**src/shared/bba_consts.svh**
```systemverilog
// constants for the byte/bit alu instruction subset core
`ifndef BBA_CONSTS_SVH
`define BBA_CONSTS_SVH

// ----------------------------------------------------------------
// widths
// ----------------------------------------------------------------
`define BBA_INSTR_W       14
`define BBA_DATA_W        8
`define BBA_ADDR_W        7
`define BBA_REG_DEPTH     128

// ----------------------------------------------------------------
// opcode fields, upper bits of the 14-bit word
// ----------------------------------------------------------------
`define BBA_OPC_ADD_IMM   5'h1F
`define BBA_OPC_AND_IMM   6'h39
`define BBA_OPC_ADD_REG   6'h07
`define BBA_OPC_AND_REG   6'h05
`define BBA_OPC_CLR_BIT   4'h4
`define BBA_OPC_SET_BIT   4'h5
`define BBA_OPC_SKIP_CLR  4'h6

// ----------------------------------------------------------------
// special file register addresses
// ----------------------------------------------------------------
`define BBA_ADDR_TIMER    7'h01
`define BBA_ADDR_PTR_LOW  7'h02
`define BBA_ADDR_STATUS   7'h03
`define BBA_ADDR_PORT     7'h05

// ----------------------------------------------------------------
// status bit positions and reset values
// ----------------------------------------------------------------
`define BBA_STAT_C        0
`define BBA_STAT_DC       1
`define BBA_STAT_Z        2
`define BBA_ACC_RST       8'h00
`define BBA_PORT_RST      8'h00
`define BBA_TIMER_RST     8'h00
`define BBA_FLAGS_RST     3'h0

`endif

```
**src/shared/bba_pkg.sv**
```systemverilog
// types shared by the byte/bit alu instruction subset core
package bba_pkg;

   typedef enum logic [2:0] {
      op_none,
      op_add_imm,
      op_and_imm,
      op_add_reg,
      op_and_reg,
      op_clr_bit,
      op_set_bit,
      op_skip_clr
   } bba_op_type;

   typedef enum logic {
      st_idle,
      st_exec
   } bba_state_type;

   typedef struct packed {
      bba_op_type  op;
      logic        dest;
      logic [6:0]  faddr;
      logic [2:0]  bidx;
      logic [7:0]  lit;
   } bba_dec_type;

   typedef struct packed {
      logic z;
      logic dc;
      logic c;
   } bba_flags_type;

endpackage

```
**src/hw/bba_regmem.sv**
```systemverilog
// file register storage with registered read data
`timescale 1ns/1ns
module bba_regmem #(
   parameter int WIDTH = 8,
   parameter int DEPTH = 128,
   parameter int AW    = 7
) (
   input  wire logic             mclk_in,
   input  wire logic             wr_en_in,
   input  wire logic [AW-1:0]    wr_addr_in,
   input  wire logic [WIDTH-1:0] wr_data_in,
   input  wire logic [AW-1:0]    rd_addr_in,
   output logic      [WIDTH-1:0] rd_data_out
);

   if (DEPTH > (1 << AW) || WIDTH < 1) begin : g_chk
      $error("bba_regmem: depth does not fit the address width");
   end

   logic [WIDTH-1:0] mem_ff [DEPTH];

   // no reset: contents are undefined until software writes them
   always_ff @(posedge mclk_in) begin
      if (wr_en_in) begin
         mem_ff[wr_addr_in] <= wr_data_in;
      end
      rd_data_out <= mem_ff[rd_addr_in];
   end

endmodule

```
**src/hw/bba_alu.sv**
```systemverilog
// result, flag and destination logic for the instruction subset
`timescale 1ns/1ns
module bba_alu import bba_pkg::*; (
   input  bba_dec_type        dec_in,
   input  wire logic [7:0]    acc_in,
   input  wire logic [7:0]    opnd_in,
   output logic      [7:0]    result_out,
   output bba_flags_type      flags_out,
   output logic               upd_carry_out,
   output logic               upd_zero_out,
   output logic               to_file_out,
   output logic               to_acc_out,
   output logic               skip_out
);

   function automatic logic is_zero(input logic [7:0] v);
      return (v == 8'h00);
   endfunction

   logic        lit_op;
   logic [7:0]  addend;
   logic [8:0]  sum;
   logic [4:0]  nib;
   logic [7:0]  conj;
   logic [7:0]  bit_mask;

   assign lit_op   = (dec_in.op == op_add_imm) || (dec_in.op == op_and_imm);
   assign addend   = lit_op ? dec_in.lit : opnd_in;
   assign sum      = {1'b0, acc_in} + {1'b0, addend};
   assign nib      = {1'b0, acc_in[3:0]} + {1'b0, addend[3:0]};
   assign conj     = acc_in & addend;
   assign bit_mask = 8'h01 << dec_in.bidx;

   always_comb begin
      result_out    = opnd_in;
      flags_out     = '0;
      upd_carry_out = 1'b0;
      upd_zero_out  = 1'b0;
      to_file_out   = 1'b0;
      to_acc_out    = 1'b0;
      skip_out      = 1'b0;
      case (dec_in.op)
         op_add_imm, op_add_reg: begin
            result_out    = sum[7:0];
            flags_out.c   = sum[8];
            flags_out.dc  = nib[4];
            flags_out.z   = is_zero(sum[7:0]);
            upd_carry_out = 1'b1;
            upd_zero_out  = 1'b1;
            to_file_out   = (dec_in.op == op_add_reg) && dec_in.dest;
            to_acc_out    = !to_file_out;
         end
         op_and_imm, op_and_reg: begin
            result_out   = conj;
            flags_out.z  = is_zero(conj);
            upd_zero_out = 1'b1;
            to_file_out  = (dec_in.op == op_and_reg) && dec_in.dest;
            to_acc_out   = !to_file_out;
         end
         op_clr_bit: begin
            result_out  = opnd_in & ~bit_mask;
            to_file_out = 1'b1;
         end
         op_set_bit: begin
            result_out  = opnd_in | bit_mask;
            to_file_out = 1'b1;
         end
         op_skip_clr: begin
            skip_out = !(|(opnd_in & bit_mask));
         end
         default: begin
            result_out = opnd_in;
         end
      endcase
   end

endmodule

```
**src/hw/bba_core.sv**
```systemverilog
// execution core for the add/and/bit-clear/bit-set/skip subset
`timescale 1ns/1ns
`include "bba_consts.svh"
module bba_core import bba_pkg::*; #(
   parameter int REG_DEPTH = `BBA_REG_DEPTH
) (
   input  wire logic        mclk_in,
   input  wire logic        nrst_in,
   input  wire logic        instr_valid_in,
   input  wire logic [13:0] instr_word_in,
   input  wire logic [7:0]  port_pins_in,
   input  wire logic        presc_to_timer_in,
   output logic             ready_out,
   output logic             done_out,
   output logic             nop_cycle_out,
   output logic             bad_op_out,
   output logic [7:0]       acc_out,
   output bba_flags_type    flags_out,
   output logic [7:0]       port_latch_out,
   output logic [7:0]       timer_count_out,
   output logic             presc_clear_out,
   output logic             ptr_load_out,
   output logic [7:0]       ptr_value_out
);

   if (REG_DEPTH < 8 || REG_DEPTH > `BBA_REG_DEPTH) begin : g_chk
      $error("bba_core: register depth out of range");
   end

   // ----------------------------------------------------------------
   // reset release
   // ----------------------------------------------------------------
   logic [1:0] rst_sync_ff;
   logic       rst_n;

   always_ff @(posedge mclk_in or negedge nrst_in) begin
      if (!nrst_in) begin
         rst_sync_ff <= 2'b00;
      end else begin
         rst_sync_ff <= {rst_sync_ff[0], 1'b1};
      end
   end

   assign rst_n = rst_sync_ff[1];

   // ----------------------------------------------------------------
   // decode
   // ----------------------------------------------------------------
   function automatic bba_dec_type decode(input logic [13:0] w);
      bba_dec_type d;
      d.dest  = w[7];
      d.faddr = w[6:0];
      d.bidx  = w[9:7];
      d.lit   = w[7:0];
      d.op    = op_none;
      if (w[13:9] == `BBA_OPC_ADD_IMM) begin
         d.op = op_add_imm;
      end else if (w[13:8] == `BBA_OPC_AND_IMM) begin
         d.op = op_and_imm;
      end else if (w[13:8] == `BBA_OPC_ADD_REG) begin
         d.op = op_add_reg;
      end else if (w[13:8] == `BBA_OPC_AND_REG) begin
         d.op = op_and_reg;
      end else if (w[13:10] == `BBA_OPC_CLR_BIT) begin
         d.op = op_clr_bit;
      end else if (w[13:10] == `BBA_OPC_SET_BIT) begin
         d.op = op_set_bit;
      end else if (w[13:10] == `BBA_OPC_SKIP_CLR) begin
         d.op = op_skip_clr;
      end
      return d;
   endfunction

   // ----------------------------------------------------------------
   // state
   // ----------------------------------------------------------------
   bba_state_type  state_ff;
   bba_state_type  nxt_state;
   logic [13:0]    instr_ff;
   logic           skip_ff;
   logic           ready_ff;
   logic           done_ff;
   logic           nop_ff;
   logic           bad_op_ff;
   logic [7:0]     acc_ff;
   bba_flags_type  flags_ff;
   logic [7:0]     port_latch_ff;
   logic [7:0]     timer_ff;
   logic           presc_clr_ff;
   logic           ptr_load_ff;
   logic [7:0]     ptr_value_ff;

   bba_dec_type    dec;
   logic           accept;
   logic           discard;
   logic           exec;
   logic [7:0]     mem_rd;
   logic [7:0]     opnd;
   logic [7:0]     result;
   bba_flags_type  alu_flags;
   logic           upd_carry;
   logic           upd_zero;
   logic           to_file;
   logic           to_acc;
   logic           alu_skip;

   assign dec     = decode(instr_ff);
   assign accept  = instr_valid_in && ready_ff;
   assign discard = accept && skip_ff;
   assign exec    = (state_ff == st_exec);

   // the operand read is launched on accept so data is ready in exec
   assign nxt_state = (state_ff == st_idle && accept && !skip_ff) ?
                      st_exec : st_idle;

   // ----------------------------------------------------------------
   // operand select
   // ----------------------------------------------------------------
   logic [7:0] stat_byte;
   logic       hit_port;
   logic       hit_timer;
   logic       hit_status;
   logic       hit_ptr;

   // port, timer and status registers live outside the memory, so their decode is
   // shared by the operand mux and the write-back steering
   assign hit_port   = (dec.faddr == `BBA_ADDR_PORT);
   assign hit_timer  = (dec.faddr == `BBA_ADDR_TIMER);
   assign hit_status = (dec.faddr == `BBA_ADDR_STATUS);
   assign hit_ptr    = (dec.faddr == `BBA_ADDR_PTR_LOW);
   assign stat_byte  = {5'h00, flags_ff.z, flags_ff.dc, flags_ff.c};

   // port reads see the pins, so a pin held low by the outside world
   // is written back as zero even if its latch holds one
   assign opnd = hit_port   ? port_pins_in :
                 hit_timer  ? timer_ff :
                 hit_status ? stat_byte :
                 mem_rd;

   bba_alu u_alu (
      .dec_in        (dec),
      .acc_in        (acc_ff),
      .opnd_in       (opnd),
      .result_out    (result),
      .flags_out     (alu_flags),
      .upd_carry_out (upd_carry),
      .upd_zero_out  (upd_zero),
      .to_file_out   (to_file),
      .to_acc_out    (to_acc),
      .skip_out      (alu_skip)
   );

   // ----------------------------------------------------------------
   // write-back targets
   // ----------------------------------------------------------------
   logic           file_wr;
   logic           wr_port;
   logic           wr_timer;
   logic           wr_status;
   logic           wr_ptr;
   logic           mem_we;
   logic           two_cycle;
   bba_flags_type  base_flags;
   bba_flags_type  nxt_flags;
   logic [7:0]     nxt_acc;

   assign file_wr   = exec && to_file;
   assign wr_port   = file_wr && hit_port;
   assign wr_timer  = file_wr && hit_timer;
   assign wr_status = file_wr && hit_status;
   assign wr_ptr    = file_wr && hit_ptr;
   assign mem_we    = file_wr && !wr_port && !wr_timer && !wr_status;

   // a pointer write or a taken skip voids the next instruction
   assign two_cycle = exec && (alu_skip || wr_ptr);

   assign nxt_acc   = (exec && to_acc) ? result : acc_ff;

   // flag updates from the operation win over a write to status
   assign base_flags.c  = wr_status ? result[`BBA_STAT_C]  : flags_ff.c;
   assign base_flags.dc = wr_status ? result[`BBA_STAT_DC] : flags_ff.dc;
   assign base_flags.z  = wr_status ? result[`BBA_STAT_Z]  : flags_ff.z;
   assign nxt_flags.c   = (exec && upd_carry) ? alu_flags.c  :
                          base_flags.c;
   assign nxt_flags.dc  = (exec && upd_carry) ? alu_flags.dc :
                          base_flags.dc;
   assign nxt_flags.z   = (exec && upd_zero)  ? alu_flags.z  :
                          base_flags.z;

   // the read address is the offered word itself, so the operand sits
   // in the memory's output register when the execute cycle starts
   bba_regmem #(
      .WIDTH (`BBA_DATA_W),
      .DEPTH (REG_DEPTH),
      .AW    (`BBA_ADDR_W)
   ) u_mem (
      .mclk_in     (mclk_in),
      .wr_en_in    (mem_we),
      .wr_addr_in  (dec.faddr),
      .wr_data_in  (result),
      .rd_addr_in  (instr_word_in[6:0]),
      .rd_data_out (mem_rd)
   );

   // ----------------------------------------------------------------
   // sequencing
   // ----------------------------------------------------------------
   always_ff @(posedge mclk_in or negedge rst_n) begin
      if (!rst_n) begin
         state_ff <= st_idle;
         ready_ff <= 1'b0;
         done_ff  <= 1'b0;
         nop_ff   <= 1'b0;
         skip_ff  <= 1'b0;
         instr_ff <= '0;
      end else begin
         state_ff <= nxt_state;
         ready_ff <= (nxt_state == st_idle);
         done_ff  <= exec;
         nop_ff   <= discard;
         if (two_cycle) begin
            skip_ff <= 1'b1;
         end else if (discard) begin
            skip_ff <= 1'b0;
         end
         if (accept && !skip_ff) begin
            instr_ff <= instr_word_in;
         end
      end
   end

   // ----------------------------------------------------------------
   // architectural registers
   // ----------------------------------------------------------------
   always_ff @(posedge mclk_in or negedge rst_n) begin
      if (!rst_n) begin
         acc_ff        <= `BBA_ACC_RST;
         flags_ff      <= `BBA_FLAGS_RST;
         port_latch_ff <= `BBA_PORT_RST;
         timer_ff      <= `BBA_TIMER_RST;
         bad_op_ff     <= 1'b0;
      end else begin
         acc_ff    <= nxt_acc;
         flags_ff  <= nxt_flags;
         bad_op_ff <= exec && (dec.op == op_none);
         if (wr_port) begin
            port_latch_ff <= result;
         end
         if (wr_timer) begin
            timer_ff <= result;
         end
      end
   end

   // ----------------------------------------------------------------
   // side effects toward timer and instruction pointer
   // ----------------------------------------------------------------
   always_ff @(posedge mclk_in or negedge rst_n) begin
      if (!rst_n) begin
         presc_clr_ff <= 1'b0;
         ptr_load_ff  <= 1'b0;
         ptr_value_ff <= 8'h00;
      end else begin
         presc_clr_ff <= wr_timer && presc_to_timer_in;
         ptr_load_ff  <= wr_ptr;
         if (wr_ptr) begin
            ptr_value_ff <= result;
         end
      end
   end

   // ----------------------------------------------------------------
   // outputs, each straight from its register
   // ----------------------------------------------------------------

   assign ready_out       = ready_ff;
   assign done_out        = done_ff;
   assign nop_cycle_out   = nop_ff;
   assign bad_op_out      = bad_op_ff;
   assign acc_out         = acc_ff;
   assign flags_out       = flags_ff;
   assign port_latch_out  = port_latch_ff;
   assign timer_count_out = timer_ff;
   assign presc_clear_out = presc_clr_ff;
   assign ptr_load_out    = ptr_load_ff;
   assign ptr_value_out   = ptr_value_ff;

endmodule

```
**config.mk**
```make
export PLATFORM = sky130hd
export DESIGN_NAME = bba_core
export DESIGN_NICKNAME = d
export VERILOG_FILES = /design/src/shared/bba_pkg.sv /design/src/hw/bba_regmem.sv /design/src/hw/bba_alu.sv /design/src/hw/bba_core.sv
export VERILOG_INCLUDE_DIRS = /design/src /design/src/shared
export SDC_FILE = /design/constraint.sdc
export NUM_CORES = 1
export LEC_CHECK = 0
export BUFFER_PORTS_ARGS = -buffer_cell sky130_fd_sc_hd__buf_2
export CORE_MARGIN = 4
export CORE_UTILIZATION = 43
export DETAILED_ROUTE_END_ITERATION = 8
export GPL_ROUTABILITY_DRIVEN = 0
export HOLD_SLACK_MARGIN = 0.12
export SETUP_SLACK_MARGIN = 0.3
export SLEW_MARGIN = 5
export SYNTH_ARGS = -nofsm -noshare
export SYNTH_HDL_FRONTEND = slang
export SYNTH_SLANG_ARGS = --single-unit
```
**constraint.sdc**
```tcl
create_clock -name mclk_in -period 5.84 [get_ports mclk_in]
set_clock_uncertainty 0.2 [all_clocks]
set_input_delay 0.292 -clock mclk_in [delete_from_list [all_inputs] [get_ports mclk_in]]
set_output_delay 0.292 -clock mclk_in [all_outputs]
set_load 0.02 [all_outputs]
```
# ---- Word-level counts from Yosys, hierarchy flattened
# Memories as Yosys holds them, arrays and structs flattened. A register that Yosys moved wholly into a read port is not among the register bits.
# Cells that the tools add are included.
dict set report totals {
  reg_bits 59
  mem_bits_rw 1024
  inputBits 26
  output_inout_bits 41
  elab_cells 117
  memories 1
}
# name words word_bits rd rd_clocked_by_memory_dff write_ports line_no
set mem_list {}
lappend mem_list {u_mem.mem_ff 128 8 1 1 1 bba_regmem.sv:20} ;# logic [WIDTH-1:0] mem_ff [DEPTH];
dict set report classes {
  addsub 2
  n_eq_ne 18
  n_shift 1
  mux 30
  bitwise_logic 7
  n_reduce_logical 41
}
# operator n
set ops {}
lappend ops {{$mux 8} 4}
lappend ops {{$pmux 8 s4} 1}
lappend ops {{$and 8x8->8} 3}
lappend ops {{$logic_and 1x1->1} 21}
lappend ops {{$mux 3} 7}
lappend ops {{$logic_not 8->1} 2}
lappend ops {{$eq 7x2->1 const B} 2}
lappend ops {{$mux 1} 14}
lappend ops {{$eq 3x3->1 const B} 4}
lappend ops {{$eq 4x3->1 const B} 3}
lappend ops {{$eq 6x3->1 const B} 2}
lappend ops {{$add 8x8->9} 1}
lappend ops {{$not 8->8} 1}
lappend ops {{$or 8x8->8} 1}
lappend ops {{$reduce_or 8->1} 1}
lappend ops {{$shl 1x3->8 const A} 1}
lappend ops {{$eq 7x1->1 const B} 1}
lappend ops {{$eq 7x3->1 const B} 1}
lappend ops {{$logic_not 1->1} 7}
lappend ops {{$eq 3x2->1 const B} 2}
lappend ops {{$eq 6x6->1 const B} 1}
lappend ops {{$reduce_bool 2->1} 3}
lappend ops {{$reduce_or 2->1} 3}
lappend ops {{$add 4x4->5} 1}
lappend ops {{9 further kinds} 12}

# ---- Depth between registers and ports, before layout
dict set report depth {
  word_depth 19
  ltp_mapped 16
  mapped_depth_nobuf 14
}

# ---- Cells and area by module
# From an unflattened synthesis, not the netlist that was laid out.
dict set report unflattened {
  cells_unflattened 2043
  hier_area_um2 43710.7
}
# mod instances cells_each area_each_um2 seq_area_each_um2
set modules_own_cells {}
lappend modules_own_cells {bba_regmem 1 1635 39665.5 30909.6}
lappend modules_own_cells {bba_core 1 192 2576.2 1476.4}
lappend modules_own_cells {bba_alu 1 216 1468.9 0.0}

# ---- Least setup slack after synthesis
# No wires, ideal clock.
dict set report synth_path {
  path_type {register to register}
  from {register instr_ff[6]}
  to {register acc_ff[6] (netlist: acc_out[6])}
  setup_ns 0.144
  arrival_ns 5.557
  required_ns 5.496
  path_slack_ns -0.061
  path_stages_with_launch 17
  n_path_buf 2
  period_less_slack_ns 5.901
  cell_sequence {dfrtp_1 buf_2 or4_1 buf_4 nor2_4 a221o_2 mux2_2 ha_1 inv_1 fa_1 nor2b_1 o21a_1 o21ai_0 a21o_1 nand3_1 nand3_1 mux2_2}
}
dict set report synth_via {
  elab_chain_len 7
  elab_cells_between_ends 12
  classes_between {add/sub (1); eq/ne (3); mux (5); bitwise (3)}
}
# item line_no
set synth_lines {}
lappend synth_lines {{start, declared} bba_core.sv:79} ;# logic [13:0] instr_ff;
lappend synth_lines {{start signal, assigned} bba_core.sv:227} ;# instr_ff <= instr_word_in;
lappend synth_lines {{$eq 7x2->1 (no line)} n/a}
lappend synth_lines {{$mux 8} bba_core.sv:137} ;# hit_status ? stat_byte :
lappend synth_lines {{$mux 8} bba_core.sv:136} ;# hit_timer ? timer_ff :
lappend synth_lines {{$mux 8} bba_core.sv:135} ;# assign opnd = hit_port ? port_pins_in :
lappend synth_lines {{$mux 8} bba_alu.sv:28} ;# assign addend = lit_op ? dec_in.lit : opnd_in;
lappend synth_lines {{$add 8x8->9 or $and 8x8->8 (tied branches)} {bba_alu.sv:29, bba_alu.sv:31}}
lappend synth_lines {{$pmux 8 s4 *} bba_alu.sv:42} ;# case (dec_in.op)
lappend synth_lines {{net result[6]} bba_core.sv:99} ;# logic [7:0] result;
lappend synth_lines {{end signal, assigned} bba_core.sv:237} ;# acc_ff <= `BBA_ACC_RST;
lappend synth_lines {{end signal, assigned} bba_core.sv:243} ;# acc_ff <= nxt_acc;
lappend synth_lines {{end, declared} bba_core.sv:85} ;# logic [7:0] acc_ff;
# The timed path passes the listed nets; every way through them passes the cells marked *.
# A chain may end at the register's enable or synchronous reset.

# ---- Worst setup path after layout
dict set report layout_path {
  from {register instr_ff[6]}
  to {memory u_mem.mem_ff[30][7] (data pin)}
}
dict set report layout_via {
  elab_chain_len 7
  elab_cells_between_ends 12
  classes_between {add/sub (1); eq/ne (3); mux (5); bitwise (3)}
}
# item line_no
set layout_lines {}
lappend layout_lines {{$eq 7x2->1 (no line)} n/a}
lappend layout_lines {{$mux 8} bba_core.sv:137}
lappend layout_lines {{$mux 8} bba_core.sv:136}
lappend layout_lines {{$mux 8} bba_core.sv:135}
lappend layout_lines {{$mux 8} bba_alu.sv:28}
lappend layout_lines {{$add 8x8->9 or $and 8x8->8 (tied branches)} {bba_alu.sv:29, bba_alu.sv:31}}
lappend layout_lines {{$pmux 8 s4 *} bba_alu.sv:42}
lappend layout_lines {{net result[7]} bba_core.sv:99}
lappend layout_lines {{end, declared} bba_regmem.sv:20}
# Marked as above.

==> results.py <==
metrics = {
    "timing": {
        "final.min_clock_period_ns": 5.259,
        "hold_ws_ns": 0.1478,
        "setup_tns_ns": 0,
        "finalWorstSetupSlack_ns": 0.5812,
        "worstMarginPinSlew_ns": 1.269,
        "hold_violations": 0,
        "max_freq_mhz": 190.2,
        "setup_viol": 0,
        "fin_crit_sh_pct": 90.05,
        "rsz0062_at_grt": "false",
        "relSlewSlack_pct": 15.39,
        "slew_viol_final": 0,
    },
    "clock_network": {
        "clk_path_buf_depth": 3,
        "cts.sinks": 1091,
        "clkTransAtPathRegs_ns": 0.06,
        "cts_root_buf": "clkbuf_16",
        "cts_buffers": 110,
        "cts_tree": "built",
        "postCtsSetupBuffers": 0,
        "htree_levels": 3,
        "clk_latency_ns": 0.67,
    },
    "cells_and_area": {
        "area_delta_synth_final_pct": 13.11,
        "design_area_sq_um": 48920,
        "final_nets": 2339,
        "final_common_cell": "edfxtp_1",
        "instances_no_fill": 3694,
        "seq_area_sq_um": 32390,
        "n_antenna_cell": 0,
        "fillers": 8079,
        "mostFrequentLayoutCells": "edfxtp_1, mux4_2, nor2_1",
        "final_core_util_pct": 48.92,
        "final_layout_size_suffix_gt1_share_pct": 27.42,
        "multi_input_area_sq_um": 10340,
    },
    "yosys": {
        "syn_inst": 2159,
        "synth-edff-count": 1024,
        "yosys_warnings": 0,
        "synth_area_sq_um": 43250,
        "synthArstFlopShare_pct": 5.408,
        "ys_seq_area_share_pct": 74.88,
        "yosysUniqueCellTypes": 64,
        "synthFlopType": "edfxtp_1",
        "ys_ff_latch": 1091,
        "syn_area_per_cell_sq_um": 20.03,
    },
    "place": {
        "placed_cell_area_sq_um": 45320,
        "io_buffer_count": 66,
        "hpwl_microns": 64670,
        "place_inst": 3477,
        "pre_cts_ws_ns": 0.5790,
    },
    "route": {
        "wl_per_cell_microns": 28.31,
        "drc": 0,
        "viasPerCell": 5.913,
        "antenna_left": 0,
        "dr.pass1.iters": 6,
        "vias": 21844,
        "drtIter0Drc": 2356,
        "routed_wl_microns": 104600,
    },
    "floorplanning": {
        "die_width_microns": 325.2,
        "die_area_sq_um": 105700,
        "ios": 67,
        "core_area_sq_um": 100000,
        "die_h_microns": 325.2,
        "rows": 116,
        "start_util_pct": 43.25,
    },
    "setup_path": {
        "crit_required_ns": 6.04,
        "arrival_ns": 5.46,
        "crit_fanout": 113,
        "end_kind": "register",
        "r2r_slack_ns": 0.58,
        "startpoint_type": "register",
        "critical_path_class": "reg2reg",
    },
    "global_route": {
        "grt_max_degree": 114,
        "antenna_found_initial": 1,
        "grt_overflow": 0,
        "use_met3_pct": 3.845,
        "met1_usage_pct": 27.89,
        "grt_pass1_wl_microns": 155000,
        "grt.busiest_layer": "met2",
        "grt_pass1_vias": 22297,
        "grt_usage_pct": 19.67,
        "grt_use_met2_pct": 31.68,
    },
    "power_and_ir_drop": {
        "total_power_mw": 19.63,
        "combPwrFrac_pct": 14.6,
        "switching_share_pct": 26.50,
        "seqPwrFrac_pct": 51.0,
        "power_leakage_nw": 15.56,
        "power_density_nw_per_um2": 401.2,
        "power_switching_mw": 5.201,
        "clkPwrFrac_pct": 34.4,
        "peakVddDrop_mv": 0.2414,
        "p_int_mw": 14.43,
    },
    "outcome": {
        "status": "complete, no violations",
    },
    "worst_hold_path": {
        "hp-class": "in2reg",
    },
    "run": {
        "maxCapViolations": 0,
    },
}
-- power groups by stage --
stage | Clock [mW] | Sequential [mW] | Combinational (mW)
5_1_grt | 7.21 | 10.0 | 3.08
3_5_place_dp | 0 | 10.2 | 2.87
4_1_cts | 6.87 | 10.0 | 2.88
3_3_place_gp | 0 | 10.2 | 2.72
6_report | 6.76 | 10.0 | 2.86
2_1_floorplan | 0 | 10.2 | 1.60
-- final cells by class --
type	count	area share (%)
clock buffers	140	6.136
inverters	12	0.1176
repair buffers	137	2.128
multi-input cells	952	21.14
clock inverters	64	0.9514
flip-flops and latches	1091	66.20
well taps	1298	3.320
-- worst paths after layout --
kind / from / to / cells after the start
worst max register to register: instr_ff[6]$_DFFE_PN0P_ / u_mem.mem_ff[30][7]$_DFFE_PP_ / 13
worst min register to register: rst_sync_ff[0]$_DFF_PN0_ / rst_sync_ff[1]$_DFF_PN0_ / 0
worst min-delay path: port_pins_in[6] / skip_ff$_DFFE_PN0P_ / 6
min in group asynchronous: rst_sync_ff[1]$_DFF_PN0_ / acc_out[0]$_DFFE_PN0P_ / 1
worst max-delay path: instr_ff[6]$_DFFE_PN0P_ / u_mem.mem_ff[30][7]$_DFFE_PP_ / 13
max in group asynchronous: rst_sync_ff[1]$_DFF_PN0_ / instr_ff[4]$_DFFE_PN0P_ / 1
-- sequential cells by signal (all words and copies together), names as in the netlist, 2 cells and up --
name	count
ptr_value_out	8
flags_out	3
port_latch_out	8
instr_ff	14
u_mem.rd_data_out	8
acc_out	8
rst_sync_ff	2
u_mem.mem_ff	1024
timer_count_out	8
-- repair_timing --
action | CTS | global route
hold buffers | 13 | 0
hold endpoints to repair | 16 | 0
gates resized for setup | 0 | 1
endpoints found under the setup margin | 0 | 36
-- critical path, cell delays in order (launching register included) --
cell	delay [ns]
dfrtp_1	0.51
nor4_4	0.46
nand2_1	0.31
a221o_2	0.49
mux2_2	0.31
ha_1	0.30
a211oi_1	0.35
o21ai_0	0.16
o21ai_0	0.15
xnor2_1	0.15
a222oi_1	0.44
and2_1	0.34
inv_6	0.21
buf_4	0.38
-- synthesized netlist by cell type, types with 18 or more instances --
master	count	area [sq um]
edfxtp_1	1024	30750
mux4_2	256	5766
nor2_1	158	593.1
mux2_2	103	1160
nand2_1	83	311.6
dfrtp_1	59	1476
clkbuf_1	58	217.7
nand3_1	50	250.2
a22oi_1	39	292.8
a221oi_1	32	280.3
a22o_1	32	280.3
buf_2	28	140.1
a21oi_1	26	130.1
o21ai_0	24	120.1
buf_1	18	67.56
-- logic make-up after synthesis --
group / share of synthesized area (%)
buf+inv: 1.574
other cells: 0.01736
flops: 74.88
xor+xnor: 0.1012
fa+ha+maj: 0.2777
compound gates: 3.286
simple gates: 3.761
mux: 16.10
-- per-layer routing --
| metal | share of wire, % | up-vias |
|---|---|---|
| met5 | 0.012 | - |
| met4 | 2.5 | 2 |
| met3 | 6.4 | 180 |
| met2 | 48 | 786 |
| met1 | 43 | 11701 |
| li1 | - | 9175 |
(Power assumes the default switching activity.)
